$ cat src/hw/pca_pkg.sv
// Purpose: Shared constants and types for the configuration access decoder.
// Assumes: Host I/O addresses are byte addresses; lanes are selected by byte enables.
// Notes: All offsets, field positions and reset values of the block live here.
`default_nettype none
package pca_pkg;
  // Host I/O locations of the selector and of the data window (dword aligned).
  localparam logic [15:0] PCA_SEL_IO_ADDR = 16'h0CF8;
  localparam logic [15:0] PCA_WIN_IO_ADDR = 16'h0CFC;
  localparam int PCA_IO_DW_LSB = 2;
  localparam int PCA_IO_DW_MSB = 15;
  // Selector layout and reset value.
  localparam logic [31:0] PCA_SEL_RESET = 32'h0000_0000;
  localparam logic [31:0] PCA_SEL_WR_MASK = 32'h80FF_FFFC;
  localparam int PCA_SEL_EN_BIT = 31;
  localparam int PCA_BUS_MSB = 23;
  localparam int PCA_BUS_LSB = 16;
  localparam int PCA_DEV_MSB = 15;
  localparam int PCA_DEV_LSB = 11;
  localparam int PCA_FN_MSB = 10;
  localparam int PCA_FN_LSB = 8;
  localparam int PCA_REG_MSB = 7;
  localparam int PCA_REG_LSB = 2;
  // Fixed device numbers of the internal functions on bus zero.
  localparam logic [4:0] PCA_DEV_HOST_BRIDGE = 5'h00;
  localparam logic [4:0] PCA_DEV_GPORT_BRIDGE = 5'h01;
  localparam logic [4:0] PCA_DEV_INTEGRATED_GRAPHICS = 5'h02;
  localparam logic [2:0] PCA_FN_ZERO = 3'h0;
  localparam logic [7:0] PCA_BUS_ZERO = 8'h00;
  // One-hot select limits: hub covers AD[31:11], graphics port GRAPHICS_PORT_AD_LINES[31:16].
  localparam int PCA_IDSEL_W = 21;
  localparam logic [4:0] PCA_HUB_MAX_DEV = 5'h14;
  localparam logic [4:0] PCA_GP_MAX_DEV = 5'h0F;
  localparam int PCA_GP_IDSEL_OFS = 5;
  // Cycle type code carried in AD[1:0].
  localparam logic [1:0] PCA_AD_TYPE0 = 2'h0;
  localparam logic [1:0] PCA_AD_TYPE1 = 2'h1;
  localparam logic [3:0] PCA_BE_DWORD = 4'hF;
  localparam logic [31:0] PCA_ABORT_DATA = 32'hFFFF_FFFF;
  localparam logic [31:0] PCA_ZERO_DATA = 32'h0000_0000;

  // Destination of a data window access.
  typedef enum logic [1:0] {
    PCA_TGT_INT = 2'h0,
    PCA_TGT_HUB = 2'h1,
    PCA_TGT_GP = 2'h2,
    PCA_TGT_ABORT = 2'h3
  } pca_tgt_t;

  // Host access sequencer, Gray coded along idle, cycle, acknowledge.
  typedef enum logic [1:0] {
    PCA_ST_IDLE = 2'b00,
    PCA_ST_CFG = 2'b01,
    PCA_ST_ACK = 2'b11,
    PCA_ST_FWD = 2'b10
  } pca_state_t;
endpackage
`default_nettype wire

$ cat src/hw/pca_route_if.sv
// Purpose: Carries the selector and its decoded route between the decoder parts.
// Assumes: One instance inside the top module.
// Notes: The selector owner drives sel; the router drives the decode results.
`default_nettype none
interface pca_route_if;
  import pca_pkg::*;
  logic [31:0] sel;
  logic [7:0] first_bus;
  logic [7:0] last_bus;
  pca_tgt_t tgt;
  logic type1;
  logic gp_no_idsel;
  logic [31:0] ad;
  logic [PCA_IDSEL_W-1:0] idsel;

  modport owner (output sel);
  modport router (input sel, input first_bus, input last_bus,
                  output tgt, output type1, output gp_no_idsel, output ad, output idsel);
endinterface
`default_nettype wire

$ cat src/hw/pca_decoder.sv
// Purpose: Host I/O front end of configuration mechanism one: selector, data
//   window, routing of configuration cycles and pass-through of other I/O.
// Assumes: Host holds io_req_i until io_ack_o; targets hold done for one cycle.
// Notes: One request is in flight at a time; all data outputs are registered.
//
// How it works
// - Byte, word and dword host accesses accepted; selector only as full dword.
// - Byte enable n maps to data bits 8n+7:8n, little-endian order.
// - Partial access at the selector location is forwarded as plain I/O.
// - Selector is 32 bits at 0CF8h, dword only, reset to zero.
// - Data window passes byte, word or dword reads and writes to selected dword.
// - Configuration through the window only while selector bit 31 is set.
// - Selector bits 30:24 are read-only zero.
// - Bus zero goes to an internal device or the hub by device number.
// - Bus zero, non-internal device: Type 0 cycle on the hub link.
// - Bus outside downstream range: Type 1 cycle on the hub link.
// - Bus equal first downstream index: Type 0 cycle on graphics port.
// - Bus above first, up to last index: Type 1 cycle on graphics port.
// - Type 1 cycles carry device number on AD15:11.
// - Type 0 cycles drive one select line among AD31:11; hub devices above 20 get none.
// - Internal devices are fixed at numbers 0, 1 and 2 on bus zero.
// - Graphics port Type 0 select: line 16 plus device number.
// - Graphics port Type 0 device above 15: no select, master abort recorded.
// - Device number on hub A15:11 and graphics port Type 1 AD15:11.
// - Function number goes onto AD10:8.
// - Internal devices claim function zero only; others master abort.
// - Register number drives AD7:2.
// - Data window sits at 0CFCh and uses the selector while enabled.
// - Internal device cycles stay off the hub; devices 3 to 31 go over it.
`default_nettype none
module pca_decoder
  import pca_pkg::*;
(
  input wire logic clk_sys_i,
  input wire logic resetn_i,
  input wire logic io_req_i,
  input wire logic io_wr_i,
  input wire logic [15:0] io_addr_i,
  input wire logic [3:0] io_be_i,
  input wire logic [31:0] io_wdata_i,
  output logic io_ack_o,
  output logic [31:0] io_rdata_o,
  input wire logic [7:0] first_downstream_bus_index_i,
  input wire logic [7:0] last_downstream_bus_index_i,
  output logic cyc_req_o,
  output logic cyc_wr_o,
  output logic [1:0] cyc_tgt_o,
  output logic cyc_type1_o,
  output logic [4:0] cyc_dev_o,
  output logic [31:0] cyc_addr_o,
  output logic [20:0] cyc_idsel_o,
  output logic [3:0] cyc_be_o,
  output logic [31:0] cyc_wdata_o,
  input wire logic cyc_done_i,
  input wire logic [31:0] cyc_rdata_i,
  output logic fwd_req_o,
  output logic fwd_wr_o,
  output logic [15:0] fwd_addr_o,
  output logic [3:0] fwd_be_o,
  output logic [31:0] fwd_wdata_o,
  input wire logic fwd_done_i,
  input wire logic [31:0] fwd_rdata_i,
  output logic cfg_access_enable_o,
  output logic cfg_mabort_o,
  output logic gp_mabort_o
);
  pca_route_if rif();
  pca_state_t state_r;
  pca_state_t state_nxt;
  logic at_sel;
  logic at_win;
  logic sel_hit;
  logic win_hit;
  logic take;
  logic sel_wr;
  logic [31:0] rdata_r;
  logic cyc_req_r;
  logic fwd_req_r;
  logic cfg_mabort_r;
  logic gp_mabort_r;

  ////////////////////////////////////////////////////////////////////////////
  // Selector and route decode.

  assign rif.first_bus = first_downstream_bus_index_i;
  assign rif.last_bus = last_downstream_bus_index_i;

  pca_sel_reg u_sel (
    .clk_sys_i(clk_sys_i),
    .resetn_i(resetn_i),
    .wr_i(sel_wr),
    .wdata_i(io_wdata_i),
    .rif(rif)
  );

  pca_route u_route (
    .rif(rif)
  );

  ////////////////////////////////////////////////////////////////////////////
  // Host address decode.

  // Dword locations compared on address bits 15:2; lanes come from byte enables.
  assign at_sel = io_addr_i[PCA_IO_DW_MSB:PCA_IO_DW_LSB] == PCA_SEL_IO_ADDR[PCA_IO_DW_MSB:PCA_IO_DW_LSB];
  assign at_win = io_addr_i[PCA_IO_DW_MSB:PCA_IO_DW_LSB] == PCA_WIN_IO_ADDR[PCA_IO_DW_MSB:PCA_IO_DW_LSB];
  assign sel_hit = at_sel && (io_be_i == PCA_BE_DWORD);
  assign win_hit = at_win && rif.sel[PCA_SEL_EN_BIT];
  assign take = (state_r == PCA_ST_IDLE) && io_req_i;
  assign sel_wr = take && sel_hit && io_wr_i;

  ////////////////////////////////////////////////////////////////////////////
  // Access sequencer.

  // Chooses between local selector access, configuration cycle and pass-through.
  always_comb begin
    state_nxt = state_r;
    unique case (state_r)
      PCA_ST_IDLE: begin
        if (io_req_i) begin
          if (sel_hit) begin
            state_nxt = PCA_ST_ACK;
          end else if (win_hit) begin
            state_nxt = (rif.tgt == PCA_TGT_ABORT) ? PCA_ST_ACK : PCA_ST_CFG;
          end else begin
            state_nxt = PCA_ST_FWD;
          end
        end
      end
      PCA_ST_CFG: begin
        if (cyc_done_i) begin
          state_nxt = PCA_ST_ACK;
        end
      end
      PCA_ST_FWD: begin
        if (fwd_done_i) begin
          state_nxt = PCA_ST_ACK;
        end
      end
      PCA_ST_ACK: begin
        state_nxt = PCA_ST_IDLE;
      end
    endcase
  end

  // Holds the sequencer state.
  always_ff @(posedge clk_sys_i) begin
    if (!resetn_i) begin
      state_r <= PCA_ST_IDLE;
    end else begin
      state_r <= state_nxt;
    end
  end

  ////////////////////////////////////////////////////////////////////////////
  // Read data returned to the host.

  // Captures the selector, an aborted read pattern, or target read data.
  always_ff @(posedge clk_sys_i) begin
    if (!resetn_i) begin
      rdata_r <= PCA_ZERO_DATA;
    end else if (take && sel_hit) begin
      rdata_r <= rif.sel;
    end else if (take && win_hit && rif.tgt == PCA_TGT_ABORT) begin
      rdata_r <= PCA_ABORT_DATA;
    end else if (state_r == PCA_ST_CFG && cyc_done_i) begin
      rdata_r <= cyc_rdata_i;
    end else if (state_r == PCA_ST_FWD && fwd_done_i) begin
      rdata_r <= fwd_rdata_i;
    end
  end

  ////////////////////////////////////////////////////////////////////////////
  // Configuration cycle request.

  // Latches the decoded cycle and holds the request until the target is done.
  always_ff @(posedge clk_sys_i) begin
    if (!resetn_i) begin
      cyc_req_r <= 1'b0;
      cyc_wr_o <= 1'b0;
      cyc_tgt_o <= PCA_TGT_INT;
      cyc_type1_o <= 1'b0;
      cyc_dev_o <= PCA_DEV_HOST_BRIDGE;
      cyc_addr_o <= PCA_ZERO_DATA;
      cyc_idsel_o <= '0;
      cyc_be_o <= '0;
      cyc_wdata_o <= PCA_ZERO_DATA;
    end else if (take && win_hit && rif.tgt != PCA_TGT_ABORT) begin
      cyc_req_r <= 1'b1;
      cyc_wr_o <= io_wr_i;
      cyc_tgt_o <= rif.tgt;
      cyc_type1_o <= rif.type1;
      cyc_dev_o <= rif.sel[PCA_DEV_MSB:PCA_DEV_LSB];
      cyc_addr_o <= rif.ad;
      cyc_idsel_o <= rif.idsel;
      cyc_be_o <= io_be_i;
      cyc_wdata_o <= io_wdata_i;
    end else if (state_r == PCA_ST_CFG && cyc_done_i) begin
      cyc_req_r <= 1'b0;
    end
  end

  ////////////////////////////////////////////////////////////////////////////
  // Pass-through I/O cycle on the primary expansion bus.

  // Forwards anything that is not a dword selector access or an enabled window access.
  always_ff @(posedge clk_sys_i) begin
    if (!resetn_i) begin
      fwd_req_r <= 1'b0;
      fwd_wr_o <= 1'b0;
      fwd_addr_o <= '0;
      fwd_be_o <= '0;
      fwd_wdata_o <= PCA_ZERO_DATA;
    end else if (take && !sel_hit && !win_hit) begin
      fwd_req_r <= 1'b1;
      fwd_wr_o <= io_wr_i;
      fwd_addr_o <= io_addr_i;
      fwd_be_o <= io_be_i;
      fwd_wdata_o <= io_wdata_i;
    end else if (state_r == PCA_ST_FWD && fwd_done_i) begin
      fwd_req_r <= 1'b0;
    end
  end

  ////////////////////////////////////////////////////////////////////////////
  // Master abort reports.

  // One-cycle pulses; the graphics port one feeds the virtual bridge status.
  always_ff @(posedge clk_sys_i) begin
    if (!resetn_i) begin
      cfg_mabort_r <= 1'b0;
      gp_mabort_r <= 1'b0;
    end else begin
      cfg_mabort_r <= take && win_hit && rif.tgt == PCA_TGT_ABORT;
      gp_mabort_r <= take && win_hit && rif.gp_no_idsel;
    end
  end

  ////////////////////////////////////////////////////////////////////////////
  // Outputs.

  assign io_ack_o = (state_r == PCA_ST_ACK);
  assign io_rdata_o = rdata_r;
  assign cyc_req_o = cyc_req_r;
  assign fwd_req_o = fwd_req_r;
  assign cfg_access_enable_o = rif.sel[PCA_SEL_EN_BIT];
  assign cfg_mabort_o = cfg_mabort_r;
  assign gp_mabort_o = gp_mabort_r;
endmodule
`default_nettype wire

$ cat src/hw/pca_route.sv
// Purpose: Decodes the selector into a destination, cycle type and address word.
// Assumes: Downstream bus bounds come from the graphics port bridge registers.
// Notes: Purely combinational; the top registers everything it drives out.
`default_nettype none
module pca_route
  import pca_pkg::*;
(
  pca_route_if.router rif
);
  logic [7:0] bus;
  logic [4:0] dev;
  logic [2:0] fn;
  logic [5:0] regn;
  logic [PCA_IDSEL_W-1:0] onehot;

  assign bus = rif.sel[PCA_BUS_MSB:PCA_BUS_LSB];
  assign dev = rif.sel[PCA_DEV_MSB:PCA_DEV_LSB];
  assign fn = rif.sel[PCA_FN_MSB:PCA_FN_LSB];
  assign regn = rif.sel[PCA_REG_MSB:PCA_REG_LSB];

  // One select line per device number, AD[11+n]; none beyond the top line.
  for (genvar i = 0; i < PCA_IDSEL_W; i++) begin : g_idsel
    assign onehot[i] = (dev == 5'(i));
  end

  // Chooses destination and type from bus and device number.
  always_comb begin
    rif.tgt = PCA_TGT_HUB;
    rif.type1 = 1'b0;
    rif.gp_no_idsel = 1'b0;
    if (bus == PCA_BUS_ZERO) begin
      if (dev == PCA_DEV_HOST_BRIDGE || dev == PCA_DEV_GPORT_BRIDGE
          || dev == PCA_DEV_INTEGRATED_GRAPHICS) begin
        rif.tgt = (fn == PCA_FN_ZERO) ? PCA_TGT_INT : PCA_TGT_ABORT;
      end else begin
        rif.tgt = PCA_TGT_HUB;
      end
    end else if (bus == rif.first_bus) begin
      rif.tgt = PCA_TGT_GP;
      if (dev > PCA_GP_MAX_DEV) begin
        rif.tgt = PCA_TGT_ABORT;
        rif.gp_no_idsel = 1'b1;
      end
    end else if (bus < rif.first_bus || bus > rif.last_bus) begin
      rif.tgt = PCA_TGT_HUB;
      rif.type1 = 1'b1;
    end else begin
      rif.tgt = PCA_TGT_GP;
      rif.type1 = 1'b1;
    end
  end

  // Builds the address word: register, function, then device field or select.
  always_comb begin
    rif.ad = PCA_ZERO_DATA;
    rif.idsel = '0;
    rif.ad[PCA_REG_MSB:PCA_REG_LSB] = regn;
    rif.ad[PCA_FN_MSB:PCA_FN_LSB] = fn;
    if (rif.type1) begin
      rif.ad[1:0] = PCA_AD_TYPE1;
      rif.ad[PCA_BUS_MSB:PCA_BUS_LSB] = bus;
      rif.ad[PCA_DEV_MSB:PCA_DEV_LSB] = dev;
    end else if (rif.tgt == PCA_TGT_GP) begin
      rif.ad[1:0] = PCA_AD_TYPE0;
      rif.idsel = onehot;
      // Device n raises line 16 + n, so the select is shifted up past the device field.
      rif.ad[31:PCA_DEV_LSB+PCA_GP_IDSEL_OFS] = onehot[PCA_IDSEL_W-PCA_GP_IDSEL_OFS-1:0];
    end else begin
      rif.ad[1:0] = PCA_AD_TYPE0;
      rif.idsel = onehot;
      rif.ad[PCA_DEV_MSB:PCA_DEV_LSB] = dev;
    end
  end
endmodule
`default_nettype wire

$ cat src/hw/pca_sel_reg.sv
// Purpose: Holds the configuration target selector.
// Assumes: The caller only pulses wr_i for full dword writes.
// Notes: Read-only and reserved bits are never stored and read as zero.
`default_nettype none
module pca_sel_reg
  import pca_pkg::*;
(
  input wire logic clk_sys_i,
  input wire logic resetn_i,
  input wire logic wr_i,
  input wire logic [31:0] wdata_i,
  pca_route_if.owner rif
);
  logic [31:0] sel_r;

  // Stores the writable fields; bits 30:24 and 1:0 stay zero.
  always_ff @(posedge clk_sys_i) begin
    if (!resetn_i) begin
      sel_r <= PCA_SEL_RESET;
    end else if (wr_i) begin
      sel_r <= wdata_i & PCA_SEL_WR_MASK;
    end
  end

  assign rif.sel = sel_r;
endmodule
`default_nettype wire

$ cat config.mk
export PLATFORM = sky130hd
export DESIGN_NAME = pca_decoder
export DESIGN_NICKNAME = d
export VERILOG_FILES = /design/src/hw/pca_pkg.sv /design/src/hw/pca_route_if.sv /design/src/hw/pca_decoder.sv /design/src/hw/pca_route.sv /design/src/hw/pca_sel_reg.sv
export SDC_FILE = /design/constraint.sdc
export NUM_CORES = 1
export LEC_CHECK = 0
export ABC_AREA = 1
export BUFFER_PORTS_ARGS = -buffer_cell sky130_fd_sc_hd__buf_2
export CORE_ASPECT_RATIO = 1.5
export CORE_MARGIN = 2
export CORE_UTILIZATION = 52
export CTS_BUF_LIST = sky130_fd_sc_hd__clkbuf_2
export DETAILED_ROUTE_END_ITERATION = 16
export GPL_TIMING_DRIVEN = 0
export PLACE_DENSITY_LB_ADDON = 0.2
export RECOVER_POWER = 100
export SLEW_MARGIN = 25
export SYNTH_ARGS = -nofsm -noshare
export SYNTH_HDL_FRONTEND = slang
export SYNTH_SLANG_ARGS = --single-unit
$ cat constraint.sdc
create_clock -name clk_sys_i -period 2.45 [get_ports clk_sys_i]
set_clock_uncertainty 0.15 [all_clocks]
set_input_delay 0.245 -clock clk_sys_i [delete_from_list [all_inputs] [get_ports clk_sys_i]]
set_output_delay 0.245 -clock clk_sys_i [all_outputs]
set_load 0.01 [all_outputs]
======== Word level (Yosys, flattened, before mapping) ========
Index checks and enable logic that the tools add are counted.
word-level totals
  input bits .............................. 138
  output and inout bits ................... 189
  flip-flop bits (word level) ............. 212
  word-level logic and storage cells ...... 113
operators by class
  order comparisons ....................... 3
  mux-type cells .......................... 32
  reductions and logical operators ........ 26
  equality and inequality tests ........... 33
operators by type and width
  kind                    number
  $mux W32                4
  $eq A5 B4 Y1 const B    8
  $eq A14 B10 Y1 const B  2
  $eq A5 B5 Y1 const B    5
  $mux W2                 11
  $mux W21                1
  $eq A5 B3 Y1 const B    4
  $mux W16                1
  $logic_and A1 B1 Y1     13
  $mux W13                1
  $mux W1                 11
  $eq A5 B2 Y1 const B    2
  $eq A2 B2 Y1 const B    4
  $eq A8 B8 Y1            1
  $gt A8 B8 Y1            1
  $logic_not A8 Y1        1
  $lt A8 B8 Y1            1
  $mux W8                 1
  $ne A2 B2 Y1 const B    4
  $pmux W2 S4             1
  $eq A5 B1 Y1 const B    1
  $gt A5 B4 Y1 const B    1
  $logic_not A5 Y1        1
  $mux W5                 1
  9 further kinds         13

======== Longest topological paths before layout ========
  word-level depth ........................ 11
  mapped depth ............................ 20
  depth with buffers taken out ............ 19

======== Cells and area by module ========
A second synthesis with hierarchy kept.
second synthesis, totals
  cells, all modules ...................... 1465
  area total of the unflattened synthesis .. 10435.0 sq um
modules (own cells, without submodules)
  module       sequential area each (sq um)  cells each  area an instance (sq um)  instances
  pca_decoder  3783.6                        1101        8286.7                    1
  pca_route    0.0                           209         1118.6                    1
  pca_sel_reg  460.4                         155         1029.7                    1

======== Worst setup path before layout ========
OpenSTA, ideal clock, no wires.
  kind .................................... register to register
  start ................................... register u_sel.sel_r[16], in the netlist u_sel.rif.sel[16]
  end ..................................... register cyc_wdata_o[10]
  data arrival time ....................... 1.843 ns
  cell stages (with the launch flop) ...... 14
  data required time ...................... 2.187 ns
  buffers on the path ..................... 2
  clock period less this slack ............ 2.107 ns
  path slack .............................. 0.343 ns
  setup time .............................. 0.113 ns
  cells stage by stage .................... dfxtp_1 -> inv_2 -> ha_1 -> nand2_1 -> nor2_1 -> and2_4 -> nor2_4 -> nand2_4 -> nand3_2 -> nand2_2 -> buf_4 -> buf_4 -> o21ai_1 -> nor2_1
between the ends
  longest elaborated chain between the ends .. 7
  elaborated cells on any way between the ends .. 10
  classes of those cells .................. order compare: 2; eq/ne: 2; mux: 3; reduce/logical: 3
RTL lines
  element                                              RTL line            RTL
  from (decl)                                          pca_sel_reg.sv:14   logic [31:0] sel_r;
  from (signal assigned)                               pca_sel_reg.sv:21   sel_r <= wdata_i & PCA_SEL_WR_MASK;
  $lt A8 B8 Y1 / $gt A8 B8 Y1 (equally long branches)  pca_route.sv:44     end else if (bus < rif.first_bus || bus > rif.last_bus) begin
  $logic_or A1 B1 Y1                                   pca_route.sv:44
  $mux W2                                              pca_route.sv:44
  $mux W2                                              pca_route.sv:38     end else if (bus == rif.first_bus) begin
  $mux W2 *                                            pca_route.sv:31     if (bus == PCA_BUS_ZERO) begin
  $ne A2 B2 Y1 *                                       pca_decoder.sv:187  end else if (take && win_hit && rif.tgt != PCA_TGT_ABORT) begin
  $logic_and A1 B1 Y1 *                                pca_decoder.sv:187
  to (signal assigned)                                 pca_decoder.sv:196  cyc_wdata_o <= io_wdata_i;
  to (decl)                                            pca_decoder.sv:53   output logic [31:0] cyc_wdata_o,
Every way passes the cells marked *; elsewhere a longest branch is shown, timed or not.
A chain may end at the register's enable or synchronous reset.

======== Final worst setup path ========
  start ................................... register u_sel.sel_r[23], in the netlist u_sel.rif.sel[23]
  end ..................................... register rdata_r[11], in the netlist io_rdata_o[11]
between the ends
  longest elaborated chain between the ends .. 9
  elaborated cells on any way between the ends .. 13
  classes of those cells .................. order compare: 2; eq/ne: 2; mux: 5; reduce/logical: 4
RTL lines
  element                                              RTL line            RTL
  $lt A8 B8 Y1 / $gt A8 B8 Y1 (equally long branches)  pca_route.sv:44
  $logic_or A1 B1 Y1                                   pca_route.sv:44
  $mux W2                                              pca_route.sv:44
  $mux W2                                              pca_route.sv:38
  $mux W2 *                                            pca_route.sv:31
  $eq A2 B2 Y1 *                                       pca_decoder.sv:163  end else if (take && win_hit && rif.tgt == PCA_TGT_ABORT) begin
  $logic_and A1 B1 Y1 *                                pca_decoder.sv:163
  $mux W32                                             pca_decoder.sv:163
  $mux W32                                             pca_decoder.sv:161  end else if (take && sel_hit) begin
  to (signal assigned)                                 pca_decoder.sv:162  rdata_r <= rif.sel;
  to (signal assigned)                                 pca_decoder.sv:166  rdata_r <= cyc_rdata_i;
  to (signal assigned)                                 pca_decoder.sv:168  rdata_r <= fwd_rdata_i;
  to (decl)                                            pca_decoder.sv:76   logic [31:0] rdata_r;
Marked as above.

==> results.ini <==
[worst_setup_path]
critPathRequiredTime_ps = 2970
crit_path_start = u_sel.rif.sel[23]
r2r_start = u_sel.rif.sel[23]
reg2regPathDepth = 12
reg2reg_slack_ps = -2
end_kind = flop
path_class = reg2reg
r2r-end = io_rdata_o[11]
cp_data_arrival_time_ps = 2980
critPathMaxFanout = 10
startpoint_type = flop
cp-endpoint = io_rdata_o[11]

[timing]
layout_min_cycle_time_ps = 2452
setup_viol_count_final = 1
setup_tns_ps = -1.889
hold_viol = 0
finalMaxSlewViolations = 0
worst_pin_slew_ps = 647.2
holdWs_ps = 152.1
period_share_pct = 100.1
rsz0062_at_grt = true
worst_slack_ps = -1.889
timing.fmax_mhz = 407.8
max_slew_margin_pct = 56.86

[grt]
grt_pass1_vias = 11010
grt_max_degree = 13
grt_usage_pct = 36.32
gr-total-overflow = 0
antenna_found_initial = 1
grt_first_pass_wirelength_microns = 55910

[placed_design]
post-place-ws_ps = -51.63
hpwl_microns = 25020
routabilityCongestion = 0.9168
port_buffers = 325
placed_cells_incl_taps = 1841

[power]
vdd_drop_max_mv = 0.4605
power_density_nw_per_um2 = 689.1
swShare_pct = 37.10
power_frac_comb_pct = 30.4
p_seq_share_pct = 45.7
pwr-share-clk_pct = 23.9
p_sw_uw = 3355
p_int_uw = 5689
p_leak_uw = 0.005874

[clocking]
numClockSinks = 210
cts.htree.levels = 2
cts_buffer_depth = 3
root_buffer = clkbuf_2
cts_tree = done
insertion_delay_ps = 750
cts_buffers = 48
clkTransAtPathRegs_ps = 110

[drt]
wire_per_inst_microns = 18.00
drt-initial-drc-count = 861
via_count = 11090
antenna_left = 0
first_pass_iters = 8
drcViolationCount = 0
vias_per_cell = 5.419
wirelength_microns = 36860

[synthesis]
syn_area_sq_um = 9558
ys_seq_elements = 210
synth_cells = 1299
async_reset_ff_share_pct = 0
synth-seq-area-share_pct = 43.98
synth_edf_count = 0
postSynthNetCount = 1458
avgSynthCellArea_sq_um = 7.358
synth_flop_cell = dfxtp_1
yosysUniqueCellTypes = 42
yosysWarnings = 0

[cells_and_area]
final_layout_size_suffix_gt1_share_pct = 18.60
instances_no_fill = 2047
area_growth_pct = 37.31
final.fill_count = 1526
nNetsFinal = 1964
layout_commonest_cell = nand2_1
final_cell_mix = nand2_1, clkbuf_1, dfxtp_1

[min_path]
hp-start = io_wdata_i[26]
hp-class = in2reg

[floorplan]
die_w_microns = 114.7
row_count = 60
io_pins = 327
core_area_sq_um = 17940
die_h_microns = 170.0
dieArea_sq_um = 19500
start_util_pct = 53.27

[run_status]
outcome = finished, violations left
violations = setup timing

[job]
drv_cap = 0

==> registers in the layout, indices dropped and copies added, names as in the netlist, 2 cells and up <==
name / cells
cyc_wdata_o: 32
state_r: 2
fwd_addr_o: 16
cyc_idsel_o: 21
io_rdata_o: 32
cyc_dev_o: 5
cyc_addr_o: 31
u_sel.rif.sel: 23
fwd_be_o: 4
fwd_wdata_o: 32
cyc_tgt_o: 2
cyc_be_o: 4
==> cell usage after synthesis, types with 2 or more instances <==
cell type	number	area share [%]
mux2i_1	27	2.8
clkbuf_1	34	1.3
nand2_2	4	0.26
ha_1	21	2.7
nor4_1	3	0.20
buf_2	25	1.3
o21ai_0	80	4.2
buf_6	7	0.82
nand2_1	222	8.7
a21oi_1	163	8.5
nor2_4	3	0.35
and2_1	2	0.13
nand3_1	67	3.5
nor2_1	124	4.9
buf_4	12	0.94
buf_1	7	0.27
nor3_1	10	0.52
nand3_2	3	0.31
nor3b_2	2	0.26
o211ai_1	4	0.31
inv_2	12	0.47
o21ai_1	50	2.6
nand4_1	43	2.8
inv_1	147	5.8
dfxtp_1	210	44
==> power groups by stage <==
| stage | clock network [uW] | registers, uW | logic, uW |
|---|---|---|---|
| floorplan | 0 | 4380 | 1300 |
| global placement | 0 | 4170 | 2480 |
| detailed placement | 0 | 4180 | 2520 |
| CTS | 2170 | 4100 | 2710 |
| global route | 2330 | 4170 | 3010 |
| finish | 2160 | 4130 | 2750 |
==> cells by family after synthesis <==
family	share of synthesized area, %
muxes	2.828
and+or+nand+nor	23.21
other	0.03923
DFF	43.98
adders and majority gates	2.749
AOI/OAI and AO/OA	16.17
buffers and inverters	11.02
==> metrics by stage <==
| stage | util [%] | total power [uW] | area [sq um] |
|---|---|---|---|
| after floorplan | - | 5680 | 9558 |
| after global placement | 63.85 | 6650 | 11460 |
| after detailed placement | 63.85 | 6697 | 11460 |
| after CTS | 72.96 | 8981 | 13090 |
| after global routing | 73.13 | 9516 | 13120 |
| final | 73.15 | 9043 | 13120 |
==> layer usage <==
layer,wire (microns),share of wire [%],GRT usage [%]
met5,0,0,0
met4,2383,6.5,22.16
met3,2706,7.3,8.084
met2,18670,51,64.19
met1,13100,36,38.92
==> timing repair <==
item / CTS / global route
cloned: 0 / 1
buffers inserted: 3 / 5
pin swaps: 1 / 10
setup endpoints to repair: 59 / 131
hold endpoints to repair: 166 / 0
hold buffers: 122 / 0
resized for setup: 7 / 74
==> worst min path at each step <==
stage | endpoint | cells after the start | slack (ps)
2_1_floorplan | cyc_be_o[0] | 2 | 240
3_3_place_gp | fwd_addr_o[4] | 2 | 280
3_5_place_dp | fwd_addr_o[0] | 2 | 280
4_1_cts | cyc_wdata_o[25] | 4 | 100
5_1_grt | gp_mabort_o | 7 | 140
6_report | cyc_wdata_o[26] | 4 | 150
==> critical path, stage by stage, from the launching register on <==
cell     delay (ps)
dfxtp_4         380
ha_1            300
nand2_1          90
nor2_2          160
and2_4          220
nand2_2          90
nand2_4         100
nand4_1         200
buf_6           220
buf_4           170
nand4_1          90
nand2_1          80
a21oi_2         150
==> area by class of cell <==
class,instances,area (sq um),share of cell area [%]
antenna,2,5.005,0.03814
clock buffer,65,325.3,2.479
clock inverter,8,56.30,0.4290
tap,217,271.5,2.069
sequential,210,4229,32.22
multi-input combinational,843,4449,33.90
timing repair buffer,456,2678,20.40
inverter,160,600.6,4.576
buffer,86,509.2,3.880
Note: power is estimated with default switching activity, not from simulation.
